$ cat config.mk
export PLATFORM = sky130hd
export DESIGN_NAME = branch_skip_condition_unit
export DESIGN_NICKNAME = d
export VERILOG_FILES = /design/src/rtl/bit_select8.v /design/src/rtl/branch_skip_condition_unit.v
export VERILOG_INCLUDE_DIRS = /design/src /design/src/rtl
export SDC_FILE = /design/constraint.sdc
export NUM_CORES = 1
export LEC_CHECK = 0
export ABC_AREA = 0
export BUFFER_PORTS_ARGS = -buffer_cell sky130_fd_sc_hd__buf_2
export CELL_PAD_IN_SITES_DETAIL_PLACEMENT = 1
export CELL_PAD_IN_SITES_GLOBAL_PLACEMENT = 1
export CORE_MARGIN = 4
export CORE_UTILIZATION = 43
export CTS_CLUSTER_DIAMETER = 200
export DETAILED_ROUTE_END_ITERATION = 16
export PLACE_DENSITY_LB_ADDON = 0.1
export SKIP_CTS_REPAIR_TIMING = 1
export SYNTH_ARGS = -nofsm -noshare
export SYNTH_HDL_FRONTEND = slang
export SYNTH_HIERARCHICAL = 1
export SYNTH_SLANG_ARGS = --single-unit
$ cat constraint.sdc
create_clock -name clk_sys -period 4.8 [get_ports clk_sys]
set_input_delay 0 -clock clk_sys [delete_from_list [all_inputs] [get_ports clk_sys]]
set_output_delay 0 -clock clk_sys [all_outputs]
set_load 0.005 [all_outputs]
$ cat src/rtl/branch_skip_defs.vh
// Constants for the branch and skip condition unit.
// Assumes inclusion by bare name from files under rtl/.
`ifndef BRANCH_SKIP_DEFS_VH
`define BRANCH_SKIP_DEFS_VH

// Widths
`define PC_W             16
`define OFS_W            7

// Operation select codes
`define OP_NONE                4'h0
`define OP_SKIP_IF_REG_BIT_ONE 4'h1
`define OP_SKIP_IF_IO_BIT_ZERO 4'h2
`define OP_SKIP_IF_IO_BIT_ONE  4'h3
`define OP_BRANCH_ON_FLAG_ONE  4'h4
`define OP_BRANCH_ON_FLAG_ZERO 4'h5
`define OP_BRANCH_IF_EQUAL     4'h6
`define OP_BRANCH_IF_UNEQUAL   4'h7
`define OP_BRANCH_IF_CARRY_ONE 4'h8
`define OP_BRANCH_IF_CARRY_ZERO 4'h9
`define OP_BRANCH_IF_UNSIGNED_GE 4'ha
`define OP_BRANCH_IF_NEGATIVE  4'hb

// Status flag bit positions
`define FLAG_CARRY       3'h0
`define FLAG_ZERO        3'h1
`define FLAG_NEGATIVE    3'h2

// Register byte offsets
`define REG_CTRL         4'h0
`define REG_PC           4'h4
`define REG_STATUS       4'h8
`define REG_TAKEN_CNT    4'hc

// Field positions
`define CTRL_ENABLE_BIT  0
`define ST_BUSY_BIT      0
`define ST_TAKEN_BIT     1
`define ST_SKIP_BIT      2
`define ST_CYC_LSB       4
`define ST_CYC_MSB       5

// Reset values
`define CTRL_RESET       1'b1
`define PC_RESET         16'h0000

// Step counts in program words
`define PC_STEP_NORMAL   16'h0001
`define PC_STEP_SKIP1    16'h0002
`define PC_STEP_SKIP2    16'h0003

`endif

$ cat src/rtl/bit_select8.v
// Picks one bit out of an eight-bit value.
// Assumes the select comes from logic on the same clock.
`timescale 1ns/1ns
`default_nettype none

module bit_select8 (
  // Operand
  input  wire [7:0] value,
  input  wire [2:0] sel,
  // Result
  output wire       bit_out
);

  assign bit_out = value[sel];

endmodule

`default_nettype wire

$ cat src/rtl/branch_skip_condition_unit.v
// Condition test and program counter update for skip and branch operations.
// Assumes the fetch side presents decoded operations with operands on clk_sys.
//
// Our own choices: register access over Avalon-MM and the register addresses.
`timescale 1ns/1ns
`default_nettype none
`include "branch_skip_defs.vh"

module branch_skip_condition_unit (
  // Clock and reset
  input  wire                 clk_sys,
  input  wire                 rst_n,
  // Operation issue
  input  wire                 op_valid,
  output wire                 op_ready,
  input  wire [3:0]           op_code,
  input  wire [7:0]           reg_value,
  input  wire [7:0]           io_value,
  input  wire [2:0]           bit_index,
  input  wire [2:0]           flag_index,
  input  wire [`OFS_W-1:0]    offset_k,
  input  wire                 next_is_two_word,
  // Status flags from the ALU
  input  wire [7:0]           status_flags_register,
  output wire                 flags_write_en,
  // Program counter
  output wire [`PC_W-1:0]     pc_value,
  output reg                  pc_update,
  output reg                  op_done,
  output reg                  op_taken,
  // Avalon-MM slave
  input  wire [3:0]           address,
  input  wire                 read,
  input  wire                 write,
  input  wire [31:0]          writedata,
  output reg  [31:0]          readdata,
  output wire                 waitrequest
);

  localparam [3:0] ST_IDLE  = 4'b0001;
  localparam [3:0] ST_WAIT1 = 4'b0010;
  localparam [3:0] ST_WAIT2 = 4'b0100;
  localparam [3:0] ST_FIN   = 4'b1000;

  reg  [3:0]        state_reg;
  reg  [3:0]        state_next;
  reg  [`PC_W-1:0]  pc_reg;
  reg  [`PC_W-1:0]  target_reg;
  reg  [`PC_W-1:0]  target_next;
  reg               taken_reg;
  reg               skip_kind_reg;
  reg  [1:0]        cycles_reg;
  reg               enable_reg;
  reg  [31:0]       taken_count_reg;
  reg               resp_reg;
  reg               rst_meta_n_reg;
  reg               rst_sync_n_reg;
  reg  [31:0]       status_word;

  wire              reg_bit;
  wire              io_bit;
  wire              flag_bit;
  wire              accept;
  wire              bus_req;
  wire              bus_write;
  wire              bus_read;
  wire [`PC_W-1:0]  pc_plus1;
  wire [`PC_W-1:0]  offset_ext;
  wire [`PC_W-1:0]  skip_target;
  wire [`PC_W-1:0]  branch_target;
  wire              pc_load;
  wire              done_taken;

  reg               cond;
  reg               is_skip;
  reg               is_branch;

  bit_select8 u_reg_bit (
    .value   (reg_value),
    .sel     (bit_index),
    .bit_out (reg_bit)
  );

  bit_select8 u_io_bit (
    .value   (io_value),
    .sel     (bit_index),
    .bit_out (io_bit)
  );

  bit_select8 u_flag_bit (
    .value   (status_flags_register),
    .sel     (flag_index),
    .bit_out (flag_bit)
  );

  // Release retimed by two stages; assertion stays immediate
  always @(posedge clk_sys or negedge rst_n) begin
    if (!rst_n) begin
      rst_meta_n_reg <= 1'b0;
      rst_sync_n_reg <= 1'b0;
    end else begin
      rst_meta_n_reg <= 1'b1;
      rst_sync_n_reg <= rst_meta_n_reg;
    end
  end

  // None of these operations alter status flags
  assign flags_write_en = 1'b0;

  assign pc_value = pc_reg;
  // Refused until the retimed reset lets go, else an offer would be lost
  assign op_ready = enable_reg & state_reg[0] & rst_sync_n_reg;
  assign accept   = op_valid & op_ready;

  assign pc_plus1   = pc_reg + `PC_STEP_NORMAL;
  assign offset_ext = {{(`PC_W-`OFS_W){offset_k[`OFS_W-1]}}, offset_k};
  assign skip_target = next_is_two_word ? pc_reg + `PC_STEP_SKIP2
                                        : pc_reg + `PC_STEP_SKIP1;
  assign branch_target = pc_plus1 + offset_ext;

  // Condition per operation
  always @* begin
    cond      = 1'b0;
    is_skip   = 1'b0;
    is_branch = 1'b0;
    case (op_code)
      `OP_SKIP_IF_REG_BIT_ONE: begin
        is_skip = 1'b1;
        cond    = reg_bit;
      end
      `OP_SKIP_IF_IO_BIT_ZERO: begin
        is_skip = 1'b1;
        cond    = ~io_bit;
      end
      `OP_SKIP_IF_IO_BIT_ONE: begin
        is_skip = 1'b1;
        cond    = io_bit;
      end
      `OP_BRANCH_ON_FLAG_ONE: begin
        is_branch = 1'b1;
        cond      = flag_bit;
      end
      `OP_BRANCH_ON_FLAG_ZERO: begin
        is_branch = 1'b1;
        cond      = ~flag_bit;
      end
      `OP_BRANCH_IF_EQUAL: begin
        is_branch = 1'b1;
        cond      = status_flags_register[`FLAG_ZERO];
      end
      `OP_BRANCH_IF_UNEQUAL: begin
        is_branch = 1'b1;
        cond      = ~status_flags_register[`FLAG_ZERO];
      end
      `OP_BRANCH_IF_CARRY_ONE: begin
        is_branch = 1'b1;
        cond      = status_flags_register[`FLAG_CARRY];
      end
      `OP_BRANCH_IF_CARRY_ZERO,
      `OP_BRANCH_IF_UNSIGNED_GE: begin
        is_branch = 1'b1;
        cond      = ~status_flags_register[`FLAG_CARRY];
      end
      `OP_BRANCH_IF_NEGATIVE: begin
        is_branch = 1'b1;
        cond      = status_flags_register[`FLAG_NEGATIVE];
      end
      default: begin
        cond = 1'b0;
      end
    endcase
  end

  // Target chosen at issue; unknown codes just step one word
  always @* begin
    target_next = pc_plus1;
    if (is_skip && cond) begin
      target_next = skip_target;
    end else if (is_branch && cond) begin
      target_next = branch_target;
    end
  end

  // Sequencer: extra cycles stand for skipped words or the branch refill
  always @* begin
    state_next = state_reg;
    case (state_reg)
      ST_IDLE: begin
        if (accept) begin
          if (is_skip && cond && next_is_two_word) begin
            state_next = ST_WAIT2;
          end else if (cond && (is_skip || is_branch)) begin
            state_next = ST_WAIT1;
          end else begin
            state_next = ST_FIN;
          end
        end
      end
      ST_WAIT2: begin
        state_next = ST_WAIT1;
      end
      ST_WAIT1: begin
        state_next = ST_FIN;
      end
      ST_FIN: begin
        state_next = ST_IDLE;
      end
      default: begin
        state_next = ST_IDLE;
      end
    endcase
  end

  always @(posedge clk_sys or negedge rst_sync_n_reg) begin
    if (!rst_sync_n_reg) begin
      state_reg     <= ST_IDLE;
      target_reg    <= `PC_RESET;
      taken_reg     <= 1'b0;
      skip_kind_reg <= 1'b0;
      cycles_reg    <= 2'h0;
    end else begin
      state_reg <= state_next;
      if (accept) begin
        target_reg    <= target_next;
        taken_reg     <= cond & (is_skip | is_branch);
        skip_kind_reg <= is_skip;
        cycles_reg    <= 2'h1;
      end else if (state_reg[1] || state_reg[2]) begin
        cycles_reg <= cycles_reg + 2'h1;
      end
    end
  end

  // Completion pulses; PC moves as the operation finishes
  always @(posedge clk_sys or negedge rst_sync_n_reg) begin
    if (!rst_sync_n_reg) begin
      pc_update <= 1'b0;
      op_done   <= 1'b0;
      op_taken  <= 1'b0;
    end else begin
      pc_update <= state_reg[3];
      op_done   <= state_reg[3];
      op_taken  <= done_taken;
    end
  end

  // Avalon-MM: one wait state on every access
  assign bus_req     = read | write;
  assign waitrequest = bus_req & ~resp_reg;
  assign bus_write   = write & resp_reg;
  assign bus_read    = read & ~resp_reg;
  assign pc_load     = bus_write & (address == `REG_PC) & state_reg[0] & ~accept;
  assign done_taken  = state_reg[3] & taken_reg;

  always @(posedge clk_sys or negedge rst_sync_n_reg) begin
    if (!rst_sync_n_reg) begin
      resp_reg <= 1'b0;
    end else begin
      resp_reg <= bus_req & ~resp_reg;
    end
  end

  // PC: software load only while idle, so a running operation wins
  always @(posedge clk_sys or negedge rst_sync_n_reg) begin
    if (!rst_sync_n_reg) begin
      pc_reg <= `PC_RESET;
    end else if (state_reg[3]) begin
      pc_reg <= target_reg;
    end else if (pc_load) begin
      pc_reg <= writedata[`PC_W-1:0];
    end
  end

  always @(posedge clk_sys or negedge rst_sync_n_reg) begin
    if (!rst_sync_n_reg) begin
      enable_reg <= `CTRL_RESET;
    end else if (bus_write && address == `REG_CTRL) begin
      enable_reg <= writedata[`CTRL_ENABLE_BIT];
    end
  end

  // Taken counter: a count in the clearing cycle survives as one
  always @(posedge clk_sys or negedge rst_sync_n_reg) begin
    if (!rst_sync_n_reg) begin
      taken_count_reg <= 32'h0000_0000;
    end else if (bus_write && address == `REG_TAKEN_CNT) begin
      taken_count_reg <= {31'h0000_0000, done_taken};
    end else if (done_taken) begin
      taken_count_reg <= taken_count_reg + 32'h0000_0001;
    end
  end

  // Status fields placed by their defined positions
  always @* begin
    status_word = 32'h0000_0000;
    status_word[`ST_BUSY_BIT]            = ~state_reg[0];
    status_word[`ST_TAKEN_BIT]           = taken_reg;
    status_word[`ST_SKIP_BIT]            = skip_kind_reg;
    status_word[`ST_CYC_MSB:`ST_CYC_LSB] = cycles_reg;
  end

  always @(posedge clk_sys or negedge rst_sync_n_reg) begin
    if (!rst_sync_n_reg) begin
      readdata <= 32'h0000_0000;
    end else if (bus_read) begin
      if (address == `REG_CTRL) begin
        readdata <= {31'h0000_0000, enable_reg};
      end else if (address == `REG_PC) begin
        readdata <= {16'h0000, pc_reg};
      end else if (address == `REG_STATUS) begin
        readdata <= status_word;
      end else if (address == `REG_TAKEN_CNT) begin
        readdata <= taken_count_reg;
      end else begin
        readdata <= 32'h0000_0000;
      end
    end
  end

endmodule

`default_nettype wire

==> results of run 1 <==
## placed cells by master, fill, tap and decap left out, types with 13 or more instances in the layout
cell             n
buf_2          119
dfrtp_1        107
nand2_1         84
nor2_1          73
xor2_1          40
a21oi_1         36
o21ai_0         34
mux2i_1         31
ha_1            28
xnor2_1         25
nand3_1         22
a22o_1          19
o31ai_1         18
dlygate4sd3_1   15
inv_1           13
nor3_1          13
## through the flow
stage                     utilization, %  hold slack (ns)
after global routing                51.1         -0.00464
after global placement              48.3           -0.216
after detailed placement            48.3           -0.211
after floorplan                        -           -0.296
final                               51.1          -0.0177
after CTS                           50.2           -0.584
## cell families after synthesis
kind of cell    after synthesis  share of synthesized area (%)
simple gates                261                           18.2
compound gates              167                           15.9
flops                       110                           39.8
xor+xnor                     65                           8.22
buf+inv                      55                           3.62
mux                          47                           8.71
fa+ha+maj                    29                           5.35
other cells                   2                          0.109
## layout make-up
type | instances | area (um^2)
clock buffers | 10 | 229
clock inverters | 6 | 61.3
fillers | 1861 | 7740
inverters | 14 | 52.6
multi-input cells | 571 | 3930
flip-flops and latches | 110 | 2760
well taps | 216 | 270
repair buffers | 140 | 791
## worst max-delay path: stages, from the launching register on
cell,delay [ns]
dfrtp_1,0.56
ha_1,0.26
nand3_1,0.14
nor2_1,0.37
and3_1,0.23
xor2_1,0.23
ha_1,0.35
a21o_1,0.24
o21a_1,0.19
a21oi_1,0.23
a21oi_1,0.13
xor2_1,0.18
and3_1,0.21
o31ai_1,0.19
## power breakdown
part	internal (uW)	total [uW]	switching (uW)
clock	405	749	344
combinational	672	1500	824
sequential	1120	1450	331
total	2200	3700	1500
## synthesized netlist by cell type (all sizes together), types with 4 or more instances
cell	count
a211oi	5
a21o	6
a21oi	37
a22o	19
a22oi	5
a31oi	7
and2	6
and3	11
and4	6
buf	14
clkbuf	27
dfrtp	108
ha	28
inv	13
mux2	8
mux2i	31
mux4	8
nand2	84
nand2b	4
nand3	22
nand4	11
nor2	74
nor2b	5
nor3	15
o211ai	7
o21a	4
o21ai	43
o31ai	20
or2	4
or3	9
xnor2	25
xor2	40
## metal layers
metal	GRT usage, %	part of all wire, %
met2	40.2	53
met4	7.01	1.8
met5	0	0
met3	1.94	2.7
met1	27.5	43
## path summary, 6_finish.rpt
check / start / to / slack [ns] / depth (start not counted)
worst min register to register: rst_meta_n_reg / rst_sync_n_reg / 0.36 / 0
worst min-delay path: writedata[4] / pc_value[4] / -0.02 / 3
max in group asynchronous: rst_sync_n_reg / readdata[17] / 3.24 / 1
min in group asynchronous: rst_sync_n_reg / readdata[24] / 0.39 / 0
worst max-delay path: pc_value[0] / target_reg[15] / 1.20 / 13
worst max register to register: pc_value[0] / target_reg[15] / 1.20 / 13
==> impl_metrics.toml, run 1 <==
[run_status]
status = "complete, but fails checks"
violations = "negative hold slack"

[timing]
min_period_over_period_pct = 74.9
slew_headroom_pct = 27.6
finalSetupTns_ns = 0
fmax_ghz = 0.278
skew_ns = 0.00727
rsz0062_at_grt = "no"
finalCriticalPeriod_ns = 3.60
final_max_slew_viol_count = 0
fin_hold_ws_ns = -0.0177
finalHoldViolCount = 3
setup_violations = 0
worst_slack_ns = 1.20
worst_slew_pin_slew_ns = 1.08

[grt]
antenna_found_initial = 0
overflow = 0
grt_pass1_wl_um = 32500
grt_max_degree = 56
grt_pass1_vias = 6348
track_usage_pct = 22.0

[logic_synthesis]
synth_edf_count = 0
ys_seq_elements = 110
ys.warnings.count = 6
synth_area_leaders = "dfrtp_1 39%, ha_1 5.1%, xor2_1 5.1%"
synth_top_cell_area_share_pct = 39.0
synth.distinct_cells = 65
synth_top_area_cell = "dfrtp_1"
netlist_instances = 736
synth_area_per_cell_um2 = 9.40
synth_flop_cell = "dfrtp_1"
syn-cell-area_um2 = 6920
seq_area_frac_synth_pct = 39.8
synthArstFlopShare_pct = 100
syn_nets = 848

[floorplanning]
coreArea_um2 = 15800
die_w_um = 135
rows = 46
io_pins = 137
die_y_um = 135
start_util_pct = 43.7
dieArea_um2 = 18200

[power]
power_uw = 3700
power.leakage_uw = 0.00373
power.density_nw_per_um2 = 457
ir_drop_uv = 240

[route]
routedWlPerCell_um = 18.8
ant_nets = 0
avgViaCountPerCell = 5.56
vias = 5937
route.detailed.drc = 0
wl_um = 20000
first_pass_iters = 4
drt_iter0_markers = 326

[clock_tree]
cts.htree.levels = 3
cts_max_path_buffers = 2
cts_tree = "done"
clk_pin_slew_ns = 0.07
cts.sinks = 110
numCtsBuffers = 9
clock_latency_ns = 0.35
root_buffer = "clkbuf_16"

[critical_path]
critPathRequiredTime_ns = 5.06
cp_max_fo = 9
end_kind = "flop"
critPathArrivalTime_ns = 3.85
critPathKind = "reg -> reg"
worst_setup_path_start_kind = "flop"

[place]
placed_cells = 1036
port_buffers = 119
placed_area_um2 = 7650
hpwl_um = 15100
dp_slack_ns = 1.24
gp_congestion = 0.828

[job]
max_cap_violations = 0

[finish]
fin_cells = 1067
final_nets = 958
areaGrowthSynthToFinish_pct = 16.8
drive_above_1_share_pct = 19.9
final_design_area_no_fill_um2 = 8090
diodes = 0

[hold_path]
hold_path.class = "in -> reg"
Note: power is estimated with default switching activity, not from simulation.
==> run 2: changes to the inputs <==
- clock period: 4.8 -> 3.5 ns (I/O delays scaled with it)
==> run 2 against run 1 <==
Against the previous run:
- fmax increased by 11%
- global-route usage increased by 0.81 points
- utilization increased by 0.98 points
- hold slack improved by 0.00095 ns
- worst setup slack got worse by 0.93 ns
- final cell count increased by 1.3%
- highest routed layer unchanged
- flip-flop and latch count unchanged
- the run still ends with negative hold slack left
- count of clock-buffer cells in the layout decreased by 1
==> impl_metrics.toml, run 2 (synthesis results as in run 1) <==
[place]
port_buffers = 119
placed_area_um2 = 7740
gp_congestion = 0.855
hpwl_um = 15500
dp_slack_ns = 0.244

[clock_tree]
root_buffer = "clkbuf_16"
clock_latency_ns = 0.36
cts_max_path_buffers = 2
cts_tree = "done"
cts.htree.levels = 3
clk_pin_slew_ns = 0.08
numCtsBuffers = 9
cts.sinks = 110

[critical_path]
rr_startpoint = "pc_value[1]"
crit_path_frequent_cell = "buf_4"
critPathRequiredTime_ns = 3.71
worst_setup_path_start_kind = "flop"
critPathKind = "reg -> reg"
ff2ff_path_depth = 12
end_kind = "flop"
rrSetupSlack_ns = 0.27
path_delay_family = "compound AO/OA/AOI/OAI gates"
crit_path_cell_trace = "buf_4 > inv_1 > ha_1 > fa_1 > a211oi_1 > o21ai_0 > o31ai_1 > buf_4 > xor2_1 > nand2_1 > o211ai_1 > a31oi_1"
critPathBufInv = 3
cp_max_fo = 6
r2r_end = "target_reg[8]"
crit_path_start = "pc_value[1]"
path_depth = 12
critPathArrivalTime_ns = 3.44
slowest_stage = "fa_1"
max_stage_delay_ns = 0.47

[power]
power.density_nw_per_um2 = 638
ir_drop_uv = 331
power.leakage_uw = 0.00382

[route]
wl_um = 20500
ant_nets = 0
routedWlPerCell_um = 19.0
avgViaCountPerCell = 5.56
first_pass_iters = 4
vias = 6014
route.detailed.drc = 0
drt_iter0_markers = 263

[finish]
final_design_area_no_fill_um2 = 8240
seq_area_um2 = 2760
num-fill-cells = 1870
areaGrowthSynthToFinish_pct = 19.1
final_common_cell = "buf_2"
layout_common_cells = "119 x buf_2, 106 x dfrtp_1, 84 x nand2_1"
multi_input_area_um2 = 3930
drive_above_1_share_pct = 21.4
utilization_pct = 52.1
diodes = 0
final_nets = 972

[floorplanning]
dieArea_um2 = 18200
die_y_um = 135
io_pins = 137
coreArea_um2 = 15800
rows = 46
start_util_pct = 43.7
die_w_um = 135

[timing]
worst_slew_pin_slew_ns = 1.03
fmax_ghz = 0.310
finalSetupTns_ns = 0
finalCriticalPeriod_ns = 3.23
final_max_slew_viol_count = 0
setup_violations = 0
min_period_over_period_pct = 92.2
worst_slack_ns = 0.274
skew_ns = 0.00736
finalHoldViolCount = 1
fin_hold_ws_ns = -0.0167
rsz0062_at_grt = "no"
slew_headroom_pct = 31.0

[grt]
grt_max_degree = 79
grt_pass1_vias = 6483
overflow = 0
antenna_found_initial = 0
grt_pass1_wl_um = 33300
track_usage_pct = 22.8

[hold_path]
hold_path_end = "pc_value[3]"
whs_path_depth = 3
hold_path.class = "in -> reg"
hp-start = "writedata[3]"

[job]
max_cap_violations = 0

[run_status]
violations = "negative hold slack"
status = "complete, but fails checks"
==> run 2: cell count changes in the layout (fill, tap and decap cells not counted), sizes merged <==
cell | previous run | this run
dlygate4sd3 | 15 | 16
clkinvlp | 1 | 0
clkinv | 4 | 2
clkbuf | 10 | 9
buf | 125 | 138
bufinv | 1 | 2
inv | 14 | 17
==> run 2: cell type report <==
class	count	area share, %
inverter	14	0.638
timing repair buffer	154	10.9
sequential	110	33.5
clock buffer	9	2.73
multi-input combinational	571	47.7
clock inverter	7	1.26
tap	216	3.28
==> run 2: report_power, final <==
group | leakage [uW] | internal [uW] | switching, uW
Sequential | 0.00143 | 1540 | 380
Clock | 0.000161 | 640 | 508
Combinational | 0.00223 | 979 | 1210
Total | 0.00382 | 3160 | 2100
==> run 2: how the worst max path moves through the flow <==
| stage | endpoint | slack (ns) |
|---|---|---|
| 2_1_floorplan | pc_value[13] | 0.45 |
| 3_3_place_gp | target_reg[15] | 0.39 |
| 3_5_place_dp | target_reg[15] | 0.24 |
| 4_1_cts | target_reg[15] | 0.19 |
| 5_1_grt | target_reg[8] | 0.0005 |
| 6_report | target_reg[8] | 0.27 |
==> run 2: per-stage QoR <==
stage	power, uW	cells	hold slack (ns)
global route	5650	1081	-0.00379
detailed placement	4110	1049	-0.212
global placement	4010	1049	-0.215
floorplan	3340	736	-0.296
finish	5260	1081	-0.0167
CTS	5280	1065	-0.609
==> run 2: per-layer routing <==
metal	share of wire [%]	GRT usage, %
met1	42	28.2
met2	54	41.6
met3	2.8	2.27
met4	1.7	7.81
met5	0	0
==> run 2: worst reg2reg max path: stages (launching register included) <==
cell,delay (ns)
dfrtp_1,0.42
buf_4,0.19
inv_1,0.07
ha_1,0.34
fa_1,0.47
a211oi_1,0.26
o21ai_0,0.19
o31ai_1,0.44
buf_4,0.21
xor2_1,0.19
nand2_1,0.08
o211ai_1,0.11
a31oi_1,0.12
==> run 3: changes to the inputs <==
- CELL_PAD_IN_SITES_DETAIL_PLACEMENT: 1 -> unset
- CELL_PAD_IN_SITES_GLOBAL_PLACEMENT: 1 -> unset
- CORE_UTILIZATION: 43 -> 55
- PLACE_DENSITY: unset -> 0.8
- PLACE_DENSITY_LB_ADDON: 0.1 -> unset
==> run 3 against run 2 <==
Against the previous run:
- the flow still finishes with violations (negative hold slack)
- critical path depth unchanged
- routed wire length decreased by 13%
- worst setup slack improved by 0.083 ns
- clock power decreased by 14%
- hold slack got worse by 0.040 ns
- final area decreased by 1.9%
- final cell count decreased by 4.8%
- sequential power about the same
- die area decreased by 21%
- critical endpoint is now target_reg[14]
- largest cell class unchanged
- highest routed layer unchanged
==> impl_metrics.toml, run 3 (synthesis results as in run 1) <==
[run_status]
status = "complete, but fails checks"
violations = "negative hold slack"

[clock_tree]
clk_pin_slew_ns = 0.08
cts.htree.levels = 3
cts_max_path_buffers = 2
cts.sinks = 110
clock_latency_ns = 0.36
root_buffer = "clkbuf_16"
numCtsBuffers = 9
cts_tree = "done"

[critical_path]
max_stage_delay_ns = 0.48
cp_max_fo = 6
critPathRequiredTime_ns = 3.75
critPathArrivalTime_ns = 3.39
rrSetupSlack_ns = 0.36
crit_path_start = "pc_value[3]"
path_delay_family = "compound AO/OA/AOI/OAI gates"
ff2ff_path_depth = 12
rr_startpoint = "pc_value[3]"
worst_setup_path_start_kind = "flop"
critPathKind = "reg -> reg"
r2r_end = "target_reg[14]"
crit_path_cell_trace = "and4_1 > nand3_1 > nor2_1 > xor2_1 > ha_1 > a21oi_1 > nor2b_1 > o31ai_1 > o311ai_0 > xnor2_1 > o211ai_1 > a22o_1"
critPathBufInv = 0
slowest_stage = "dfrtp_1"
end_kind = "flop"

[route]
avgViaCountPerCell = 5.85
wl_um = 17900
ant_nets = 0
drt_iter0_markers = 576
routedWlPerCell_um = 17.4
route.detailed.drc = 0
first_pass_iters = 5
vias = 6020

[place]
placed_area_um2 = 7680
hpwl_um = 13300
gp_congestion = 0.897
port_buffers = 119
placed_cells = 1001

[floorplanning]
start_util_pct = 56.9
dieArea_um2 = 14400
io_pins = 137
coreArea_um2 = 12200
die_w_um = 120
die_y_um = 120
rows = 40

[grt]
grt_pass1_wl_um = 29000
grt_max_degree = 56
antenna_found_initial = 0
grtUsageMet3_pct = 2.99
met2_usage_pct = 42.7
track_usage_pct = 24.6
grt_pass1_vias = 5963
overflow = 0
busiest_layer = "met2"
use_met1_pct = 31.7

[hold_path]
hold_path_end = "pc_value[13]"
hold_path.class = "in -> reg"
hp-start = "writedata[13]"
whs_path_depth = 3

[power]
power.share.clock_pct = 19.6
switching_share_pct = 40.0
power.density_nw_per_um2 = 626
p_switching_uw = 2020
seqPwrFrac_pct = 37.3
internal_power_uw = 3030
power.leakage_uw = 0.00378
power_frac_comb_pct = 43.1
ir_drop_uv = 446

[finish]
layout_common_cells = "119 x buf_2, 107 x dfrtp_1, 84 x nand2_1"
utilization_pct = 66.5
num-fill-cells = 953
fin_cells = 1029
final_design_area_no_fill_um2 = 8080
final_nets = 968
drive_above_1_share_pct = 21.1
areaGrowthSynthToFinish_pct = 16.8
diodes = 0
final_common_cell = "buf_2"

[timing]
finalSetupTns_ns = 0
slew_headroom_pct = 28.8
finalHoldViolCount = 9
setup_violations = 0
skew_ns = 0.0119
finalCriticalPeriod_ns = 3.14
rsz0062_at_grt = "no"
final_max_slew_viol_count = 0
fmax_ghz = 0.318
worst_slew_pin_slew_ns = 1.06
min_period_over_period_pct = 89.8
fin_hold_ws_ns = -0.0572

[job]
max_cap_violations = 0
-- run 3: how the worst max path moves through the flow --
stage                           to  cells past startpoint
detailed placement  target_reg[15]                     13
global placement    target_reg[15]                     13
finish              target_reg[14]                     12
floorplan             pc_value[13]                      7
global route        target_reg[14]                     12
CTS                 target_reg[15]                     13
-- run 3: through the flow --
| stage | hold WS, ns | total power, uW | setup slack (ns) |
|---|---|---|---|
| after floorplan | -0.296 | 3340 | 0.446 |
| after global placement | -0.216 | 3950 | 0.478 |
| after detailed placement | -0.207 | 4030 | 0.442 |
| after CTS | -0.585 | 5020 | 0.410 |
| after global routing | 0.00352 | 5400 | 0.105 |
| final | -0.0572 | 5060 | 0.356 |
-- run 3: cell type report --
cell class / count / area (um^2) / share of cell area [%]
clock buffer: 11 / 243 / 3.00
sequential: 110 / 2760 / 34.1
inverter: 14 / 52.6 / 0.650
clock inverter: 5 / 41.3 / 0.511
timing repair buffer: 150 / 858 / 10.6
multi-input combinational: 571 / 3920 / 48.5
tap: 168 / 210 / 2.60
-- run 3: worst min-delay path: cells and delay by family --
family          cells  cell delay (ns)
mux                 1             0.06
compound gates      1             0.13
buf+inv             1             0.08
-- run 3: routing by layer --
layer	wire [um]	up-vias
li1	-	2871
met1	7660	2924
met2	9010	187
met3	781	38
met4	414	0
met5	0	-
-- run 3: power groups by stage --
stage / registers (uW) / clock network [uW] / logic [uW]
global placement: 1880 / 0 / 2070
global route: 1920 / 1040 / 2430
floorplan: 1780 / 0 / 1560
finish: 1890 / 991 / 2180
detailed placement: 1900 / 0 / 2140
CTS: 1870 / 993 / 2150
